[src/common/tick_pkg.sv]
// Constants and register map of the tick counter block
package tick_pkg;

   // Register indices; byte address is four times the index
   localparam logic [2:0] IDX_TICK_COUNT    = 3'h1;
   localparam logic [2:0] IDX_SETUP         = 3'h2;
   localparam logic [2:0] IDX_PIN_DIRECTION = 3'h3;
   localparam logic [2:0] IDX_WDT_CLEAR     = 3'h4;
   localparam logic [2:0] IDX_STATUS        = 3'h5;

   // Setup word fields
   localparam int         SRC_SEL_BIT   = 5;
   localparam int         EDGE_SEL_BIT  = 4;
   localparam int         ASSIGN_BIT    = 3;
   localparam int         RATIO_LSB     = 0;
   localparam int         RATIO_W       = 3;

   // Status word fields
   localparam int         STAT_MODE_BIT    = 0;
   localparam int         STAT_ASSIGN_BIT  = 1;
   localparam int         STAT_INHIBIT_BIT = 2;

   // Values after reset
   localparam logic [7:0] SETUP_RST     = 8'hff;
   localparam logic [3:0] PIN_DIR_RST   = 4'hf;
   localparam logic [7:0] PRESCALE_RST  = 8'h00;

   // Pin shared with the count input
   localparam int         COUNT_PIN_BIT = 2;

   // Timing: one oscillator period per clock, four phases per instruction
   localparam int         CLKS_PER_INST    = 4;
   localparam logic [1:0] PHASE_Q2         = 2'h1;
   localparam logic [1:0] PHASE_Q4         = 2'h3;
   localparam int         INHIBIT_INST     = 2;
   localparam logic [3:0] INHIBIT_CLKS     = 4'(INHIBIT_INST * CLKS_PER_INST);

endpackage

[src/logic/phase_sampler.sv]
// Samples a count level on the second and fourth phase of each instruction
`timescale 1ns/10ps
module phase_sampler
(
   input  wire logic       i_ref_clk,
   input  wire logic       i_rst_n,
   input  wire logic [1:0] i_phase,
   input  wire logic       i_level,
   output logic            o_rise
);
   import tick_pkg::*;

   typedef struct packed {
      logic smp;
      logic prev;
      logic fresh;
      logic seen;
      logic armed;
   } samp_s;

   samp_s st_r;
   samp_s st_nxt;

   always_comb
   begin
      st_nxt       = st_r;
      st_nxt.fresh = 1'b0;
      if ((i_phase == PHASE_Q2) || (i_phase == PHASE_Q4))
      begin
         st_nxt.prev  = st_r.smp;
         st_nxt.smp   = i_level;
         st_nxt.fresh = 1'b1;
         st_nxt.seen  = 1'b1;
         st_nxt.armed = st_r.seen;
      end
   end

   always_ff @(posedge i_ref_clk)
   begin
      if (!i_rst_n)
         st_r <= '0;
      else
         st_r <= st_nxt;
   end

   // Only one pulse per sampled rise, so a level held long never recounts
   // First sample after reset has no real predecessor, so no false edge
   assign o_rise = st_r.fresh & st_r.armed & st_r.smp & ~st_r.prev;

endmodule

[src/logic/tick_timer.sv]
// Eight-bit timer/counter with shared prescaler and Avalon-MM registers
`timescale 1ns/10ps
module tick_timer
(
   input  wire logic        i_ref_clk,
   input  wire logic        i_rst_n,
   input  wire logic [4:0]  i_address,
   input  wire logic        i_read,
   input  wire logic        i_write,
   input  wire logic [3:0]  i_byteenable,
   input  wire logic [31:0] i_writedata,
   output logic      [31:0] o_readdata,
   output logic             o_waitrequest,
   input  wire logic        i_ext_count,
   input  wire logic        i_wdt_tick,
   output logic             o_wdt_clear,
   output logic             o_wdt_post,
   output logic      [3:0]  o_pin_dir
);
   import tick_pkg::*;

   ////////////////////////////////////////////////////////////////////////////
   // State

   typedef struct packed {
      logic [1:0]  phase;
      logic [7:0]  setup;
      logic [3:0]  dir;
      logic [3:0]  pin_dir;
      logic [7:0]  pre;
      logic [3:0]  inhibit;
      logic        ext_prev;
      logic        rise_d;
      logic [7:0]  count;
      logic        waitreq;
      logic [31:0] rdata;
      logic        wdt_clr;
      logic        wdt_post;
   } tmr_s;

   localparam tmr_s ST_RST = '{
      phase:    2'h0,
      setup:    SETUP_RST,
      dir:      PIN_DIR_RST,
      pin_dir:  PIN_DIR_RST,
      pre:      PRESCALE_RST,
      inhibit:  4'h0,
      ext_prev: 1'b0,
      rise_d:   1'b0,
      count:    8'h00,
      waitreq:  1'b1,
      rdata:    32'h0000_0000,
      wdt_clr:  1'b0,
      wdt_post: 1'b0
   };

   tmr_s                   st_r;
   tmr_s                   st_nxt;

   logic                   count_mode;
   logic                   edge_fall;
   logic                   wdt_assign;
   logic [RATIO_W-1:0]     ratio;
   logic                   inst_tick;
   logic                   ext_level;
   logic                   ext_rise;
   logic [7:0]             cnt_mask;
   logic [7:0]             wdt_mask;
   logic                   pre_evt;
   logic                   samp_level;
   logic                   samp_rise;
   logic                   inc;
   logic                   req;
   logic                   addr_ok;
   logic [2:0]             idx;
   logic                   wr_low;

   ////////////////////////////////////////////////////////////////////////////
   // Decoded setup and count sources

   always_comb
   begin
      count_mode = st_r.setup[SRC_SEL_BIT];
      edge_fall  = st_r.setup[EDGE_SEL_BIT];
      wdt_assign = st_r.setup[ASSIGN_BIT];
      ratio      = st_r.setup[RATIO_LSB +: RATIO_W];
      inst_tick  = (st_r.phase == PHASE_Q4);
      // Falling edge counting is rising edge counting of the inverted pin
      ext_level  = i_ext_count ^ edge_fall;
      ext_rise   = ext_level & ~st_r.ext_prev;
      cnt_mask   = 8'((9'h002 << ratio) - 9'h001);
      wdt_mask   = 8'((9'h001 << ratio) - 9'h001);
      if (wdt_assign)
         pre_evt = i_wdt_tick;
      else if (count_mode)
         pre_evt = ext_rise;
      else
         pre_evt = inst_tick;
      // Without the prescaler the edge-selected pin goes to the sampler
      samp_level = wdt_assign ? ext_level : st_r.pre[ratio];
   end

   phase_sampler u_sampler
   (
      .i_ref_clk (i_ref_clk),
      .i_rst_n   (i_rst_n),
      .i_phase   (st_r.phase),
      .i_level   (samp_level),
      .o_rise    (samp_rise)
   );

   always_comb
   begin
      if (count_mode)
         inc = st_r.rise_d;
      else if (wdt_assign)
         inc = inst_tick;
      else
         inc = inst_tick && ((st_r.pre & cnt_mask) == cnt_mask);
   end

   ////////////////////////////////////////////////////////////////////////////
   // Bus decode

   always_comb
   begin
      req     = i_read | i_write;
      idx     = i_address[4:2];
      addr_ok = (i_address[1:0] == 2'b00);
      wr_low  = i_write & i_byteenable[0] & addr_ok;
   end

   ////////////////////////////////////////////////////////////////////////////
   // Next state

   always_comb
   begin
      st_nxt          = st_r;
      st_nxt.phase    = st_r.phase + 2'h1;
      st_nxt.ext_prev = ext_level;
      // Extra stage keeps pin-to-count delay at three clocks or more
      st_nxt.rise_d   = samp_rise;
      st_nxt.wdt_clr  = 1'b0;
      st_nxt.wdt_post = 1'b0;

      // Prescaler advances on its assigned source
      if (pre_evt)
         st_nxt.pre = st_r.pre + 8'h01;
      if (wdt_assign && i_wdt_tick && ((st_r.pre & wdt_mask) == wdt_mask))
         st_nxt.wdt_post = 1'b1;

      // Counter increments, held off after a software write
      if (st_r.inhibit != 4'h0)
         st_nxt.inhibit = st_r.inhibit - 4'h1;
      else if (inc)
         st_nxt.count = st_r.count + 8'h01;

      // Read data captured on the first request cycle
      if (req && st_r.waitreq)
      begin
         st_nxt.waitreq = 1'b0;
         st_nxt.rdata   = 32'h0000_0000;
         if (i_read && addr_ok)
         begin
            // Prescaler has no read path at all
            if (idx == IDX_TICK_COUNT)
               st_nxt.rdata = {24'h00_0000, st_r.count};
            else if (idx == IDX_STATUS)
               st_nxt.rdata = {29'h0, (st_r.inhibit != 4'h0), wdt_assign, count_mode};
         end
      end
      else
         st_nxt.waitreq = 1'b1;

      // Writes take effect on the cycle waitrequest is low
      if (req && !st_r.waitreq && wr_low)
      begin
         if (idx == IDX_TICK_COUNT)
         begin
            // Write wins over a same-cycle increment
            st_nxt.count   = i_writedata[7:0];
            st_nxt.inhibit = INHIBIT_CLKS;
            if (!wdt_assign)
               st_nxt.pre = PRESCALE_RST;
         end
         else if (idx == IDX_SETUP)
            st_nxt.setup = i_writedata[7:0];
         else if (idx == IDX_PIN_DIRECTION)
            st_nxt.dir = i_writedata[3:0];
         else if (idx == IDX_WDT_CLEAR)
         begin
            st_nxt.wdt_clr = 1'b1;
            if (wdt_assign)
               st_nxt.pre = PRESCALE_RST;
         end
      end

      // Count mode overrides the pin's direction bit
      st_nxt.pin_dir = st_nxt.dir;
      if (st_nxt.setup[SRC_SEL_BIT])
         st_nxt.pin_dir[COUNT_PIN_BIT] = 1'b1;
   end

   ////////////////////////////////////////////////////////////////////////////
   // Registers

   always_ff @(posedge i_ref_clk)
   begin
      if (!i_rst_n)
      begin
         st_r       <= ST_RST;
         // Counter value survives resets; undefined only at power-on
         st_r.count <= st_r.count;
      end
      else
         st_r <= st_nxt;
   end

   ////////////////////////////////////////////////////////////////////////////
   // Outputs

   assign o_readdata    = st_r.rdata;
   assign o_waitrequest = st_r.waitreq;
   assign o_wdt_clear   = st_r.wdt_clr;
   assign o_wdt_post    = st_r.wdt_post;
   assign o_pin_dir     = st_r.pin_dir;

endmodule

[config.mk]
export PLATFORM = sky130hd
export DESIGN_NAME = tick_timer
export DESIGN_NICKNAME = d
export VERILOG_FILES = /design/src/common/tick_pkg.sv /design/src/logic/phase_sampler.sv /design/src/logic/tick_timer.sv
export SDC_FILE = /design/constraint.sdc
export NUM_CORES = 1
export LEC_CHECK = 0
export ABC_AREA = 1
export BUFFER_PORTS_ARGS = -buffer_cell sky130_fd_sc_hd__buf_2
export CAP_MARGIN = 0
export CORE_ASPECT_RATIO = 1.4
export CORE_MARGIN = 1
export CORE_UTILIZATION = 52
export DETAILED_ROUTE_END_ITERATION = 6
export GPL_TIMING_DRIVEN = 0
export PLACE_DENSITY = 0.8
export SYNTH_ARGS = -nofsm -noshare
export SYNTH_HDL_FRONTEND = slang
export SYNTH_SLANG_ARGS = --single-unit
[constraint.sdc]
create_clock -name i_ref_clk -period 2.63 [get_ports i_ref_clk]
set_clock_uncertainty 0.2 [all_clocks]
set_input_delay 0.3945 -clock i_ref_clk [delete_from_list [all_inputs] [get_ports i_ref_clk]]
set_output_delay 0.3945 -clock i_ref_clk [all_outputs]
set_load 0.1 [all_outputs]
==> Implementation_results.wiki <==
{| class="wikitable"
! Metric !! Value
|-
| Vias/cell || 4.95
|-
| Number of synthesized register bits || 51
|-
| Share of the synthesized area in the top cell type || 29.6%
|-
| Total DRC errors in the routed layout || 0
|-
| Setup Total Neg Slack || 0 ns
|-
| Number of nets still failing antenna checks after routing || 0
|-
| Proportion of register bits with asynchronous set or reset after synthesis || 0%
|-
| Source-to-sink clock delay at the later pin of the worst-skew pair || 0.31 ns
|-
| Power Density || 638 nW/µm²
|-
| Number of H-tree branching levels || 2
|-
| Period Utilization, post-route || 93.3%
|-
| Top FF cell, synth || sky130_fd_sc_hd__dfxtp_1
|-
| Avg Inst Size Synth || 7.38 µm²
|-
| Total leakage power || 0.00173 µW
|-
| CTS Buf Count || 5
|-
| Most common cell type on the critical path || sky130_fd_sc_hd__nand2_4
|-
| Sequential share of the synthesized area || 37.9%
|-
| Most common cell after layout, fill and taps aside || sky130_fd_sc_hd__nand2_1
|-
| P&R area growth vs syn || 16.8%
|-
| Die width || 65.2 µm
|-
| Initial antenna violation count || 0
|-
| Per-cell routed wire length || 11.9 µm
|-
| Combined area of all synthesized cells || 2910 µm²
|-
| Commonest cells after routing, fill and taps aside || sky130_fd_sc_hd__nand2_1 (82), sky130_fd_sc_hd__inv_1 (49), sky130_fd_sc_hd__dfxtp_1 (43)
|-
| Final count of negative-setup-slack endpoints || 0
|-
| Cell type contributing the most total cell area after synthesis || sky130_fd_sc_hd__dfxtp_1
|-
| Vertical extent of the die || 90.5 µm
|-
| All-layer global routing usage || 23.0%
|-
| Worst slew margin relative to its limit || 58.0%
|-
| Critical Path Source Type || flip-flop
|-
| Largest vdd supply drop || 269 µV
|-
| Signal arrival time at the worst endpoint || 2.31 ns
|-
| Longest Clk Path Bufs || 2
|-
| DP Worst Slack || 0.103 ns
|-
| CTS Sinks || 51
|-
| Number of hold-repair buffers added at the cts stage || 0
|-
| Routability cong. || 0.930
|-
| First-pass GRT wire length || 10700 µm
|-
| Final Hold Vio Count || 0
|-
| Distinct cell type count after synthesis || 39
|-
| Count of flip-flops with a built-in enable after synthesis || 8
|-
| Top cells by area in the synthesized netlist || sky130_fd_sc_hd__dfxtp_1 (30%), sky130_fd_sc_hd__nand2_1 (11%), sky130_fd_sc_hd__buf_4 (9.6%)
|-
| Post-route cell area || 3400 µm²
|-
| Class of the most critical hold timing path || input port to flip-flop
|-
| Antenna Diode Count || 0
|-
| TritonCTS clock tree || done
|-
| Critical path peak fanout || 8
|-
| Count of synthesis-stage warnings from yosys || 0
|-
| Post-detailed-routing wire length || 6270 µm
|-
| Core utilization of the finished layout || 64.4%
|-
| Placed standard-cell area || 3250 µm²
|-
| Final min period || 2.45 ns
|-
| Required @ worst endpoint || 2.49 ns
|-
| Placeable core region || 5280 µm²
|-
| Hold WS || 0.141 ns
|-
| Unrepaired setup endpoints after global routing || no
|-
| Number of placement rows || 31
|-
| Result of the run || completed
|-
| Max Transition Viols Final || 0
|-
| Vias in the first global route || 2465
|-
| Vias after detailed routing || 2614
|-
| Initial drt markers || 173
|-
| Min setup slack post-route || 0.177 ns
|-
| Total congestion overflow after global routing || 0
|-
| Delay of the slowest cell on the worst path || 0.32 ns
|-
| Max Cap Viol || 0
|-
| Port-buffer cells || 34
|-
| Master cell of the clock root buffer || sky130_fd_sc_hd__clkbuf_8
|-
| Slowest CP cell || sky130_fd_sc_hd__dfxtp_1
|-
| Die Area || 5900 µm²
|-
| Half-perimeter wire length after detailed placement || 4950 µm
|-
| Cell chain of the critical path || buf_6 > nor2_4 > nand2_4 > ha_4 > o21ai_0 > nor2_1 > nand3_1 > nor2_2 > nand2_4 > nand2_4 > nand2_4 > nor2_4 > nand2_1 > o21ai_1 > o21ai_1
|-
| Endpoint type of the worst setup path || flip-flop
|-
| Post-synthesis cell count || 394
|-
| Category of the most critical setup path || flip-flop to flip-flop
|-
| Clock transition time at the flip-flop clock pins of the worst setup and hold paths || 0.10 ns
|-
| Initial core utilization || 55.1%
|-
| Count of nets after finishing || 514
|-
| IO Pins || 86
|-
| Pin slew with the least headroom to its limit || 0.625 ns
|-
| Top achievable clock speed || 408 MHz
|-
| Largest net degree at the start of global routing || 16
|-
| Initial DRT Pass Iterations || 4
|-
| Share of post-route cells with drive strength above 1 || 22.5%
|}
## cell type report
| type | count | area (µm²) |
|---|---|---|
| fill | 498 | 1880 |
| multi-input combinational | 272 | 1410 |
| sequential | 51 | 1100 |
| buffer | 40 | 297 |
| inverter | 54 | 205 |
| timing repair buffer | 37 | 193 |
| tap | 66 | 82.6 |
| clock buffer | 7 | 76.3 |
| clock inverter | 1 | 30.0 |
## metal layers
metal / GRT usage, % / up-vias / wire, µm
li1: - / 1362 / -
met1: 24.1 / 1193 / 2480
met2: 43.0 / 47 / 3440
met3: 4.29 / 12 / 219
met4: 9.78 / 0 / 129
met5: 0 / - / 0
## report_power, final
part / switching [µW] / internal, µW / leakage, µW
Clock: 262 / 285 / 0.0000524
Combinational: 467 / 199 / 0.00125
Sequential: 66.9 / 887 / 0.000429
## stage by stage
step | cells | total power, µW
3_5_place_dp | 517 | 1630
2_1_floorplan | 417 | 1510
4_1_cts | 525 | 2170
6_report | 528 | 2170
5_1_grt | 528 | 2290
3_3_place_gp | 517 | 1610
## logic make-up after synthesis
family | synth area share [%]
AO/OA/AOI/OAI | 12.8
multiplexers | 0.344
AND/OR/NAND/NOR | 27.9
flip-flops | 37.9
adder cells (fa/ha/maj) | 2.58
XOR/XNOR | 1.21
other | 0.129
buffers and inverters | 17.2
## path summary, 6_finish.rpt
path | slack (ns) | startpoint | to | cells past startpoint
max | 0.18 | ratio[0]$_SDFFE_PN1P_ | st_r[36]$_DFFE_PP_ | 15
min reg2reg | 0.24 | u_sampler.st_r[3]$_SDFFE_PN0P_ | st_r[43]$_SDFF_PN0_ | 1
max reg2reg | 0.18 | ratio[0]$_SDFFE_PN1P_ | st_r[36]$_DFFE_PP_ | 15
min | 0.14 | i_writedata[4] | edge_fall$_SDFFE_PN1P_ | 3
## what timing repair did
item | in CTS | in global routing
gates resized for setup | 0 | 3
setup buffers | 0 | 3
endpoints found under the setup margin | 0 | 5
## Yosys cell counts, types with 2 or more instances
master,number
sky130_fd_sc_hd__a211oi_1,3
sky130_fd_sc_hd__a21oi_1,17
sky130_fd_sc_hd__a31oi_1,2
sky130_fd_sc_hd__buf_4,37
sky130_fd_sc_hd__clkbuf_1,2
sky130_fd_sc_hd__dfxtp_1,43
sky130_fd_sc_hd__edfxtp_1,8
sky130_fd_sc_hd__ha_1,6
sky130_fd_sc_hd__inv_1,49
sky130_fd_sc_hd__inv_2,4
sky130_fd_sc_hd__nand2_1,82
sky130_fd_sc_hd__nand2_4,3
sky130_fd_sc_hd__nand3_1,26
sky130_fd_sc_hd__nand3_2,2
sky130_fd_sc_hd__nand4_1,8
sky130_fd_sc_hd__nor2_1,34
sky130_fd_sc_hd__nor2_4,4
sky130_fd_sc_hd__nor3_1,7
sky130_fd_sc_hd__nor4_1,3
sky130_fd_sc_hd__o211ai_1,10
sky130_fd_sc_hd__o21ai_0,14
sky130_fd_sc_hd__o21ai_1,6
sky130_fd_sc_hd__o221ai_1,2
sky130_fd_sc_hd__or2_2,5
sky130_fd_sc_hd__xnor2_1,3
## critical path, delay by kind of cell (launching register included)
kind                     cells  cell delay (ns)
flip-flops                   1             0.32
buffers and inverters        1             0.14
AND/OR/NAND/NOR             10             1.05
AO/OA/AOI/OAI                3             0.23
adder cells (fa/ha/maj)      1             0.28
## registers in the layout, summed over array words and instances (netlist names)
signal and cells:
count_mode 1, edge_fall 1, o_wdt_clear 1, o_readdata 8
ratio 3, o_pin_dir 1, o_wdt_post 1, o_waitrequest 1
st_r 29, u_sampler.st_r 5
Note: power is estimated with default switching activity, not from simulation.
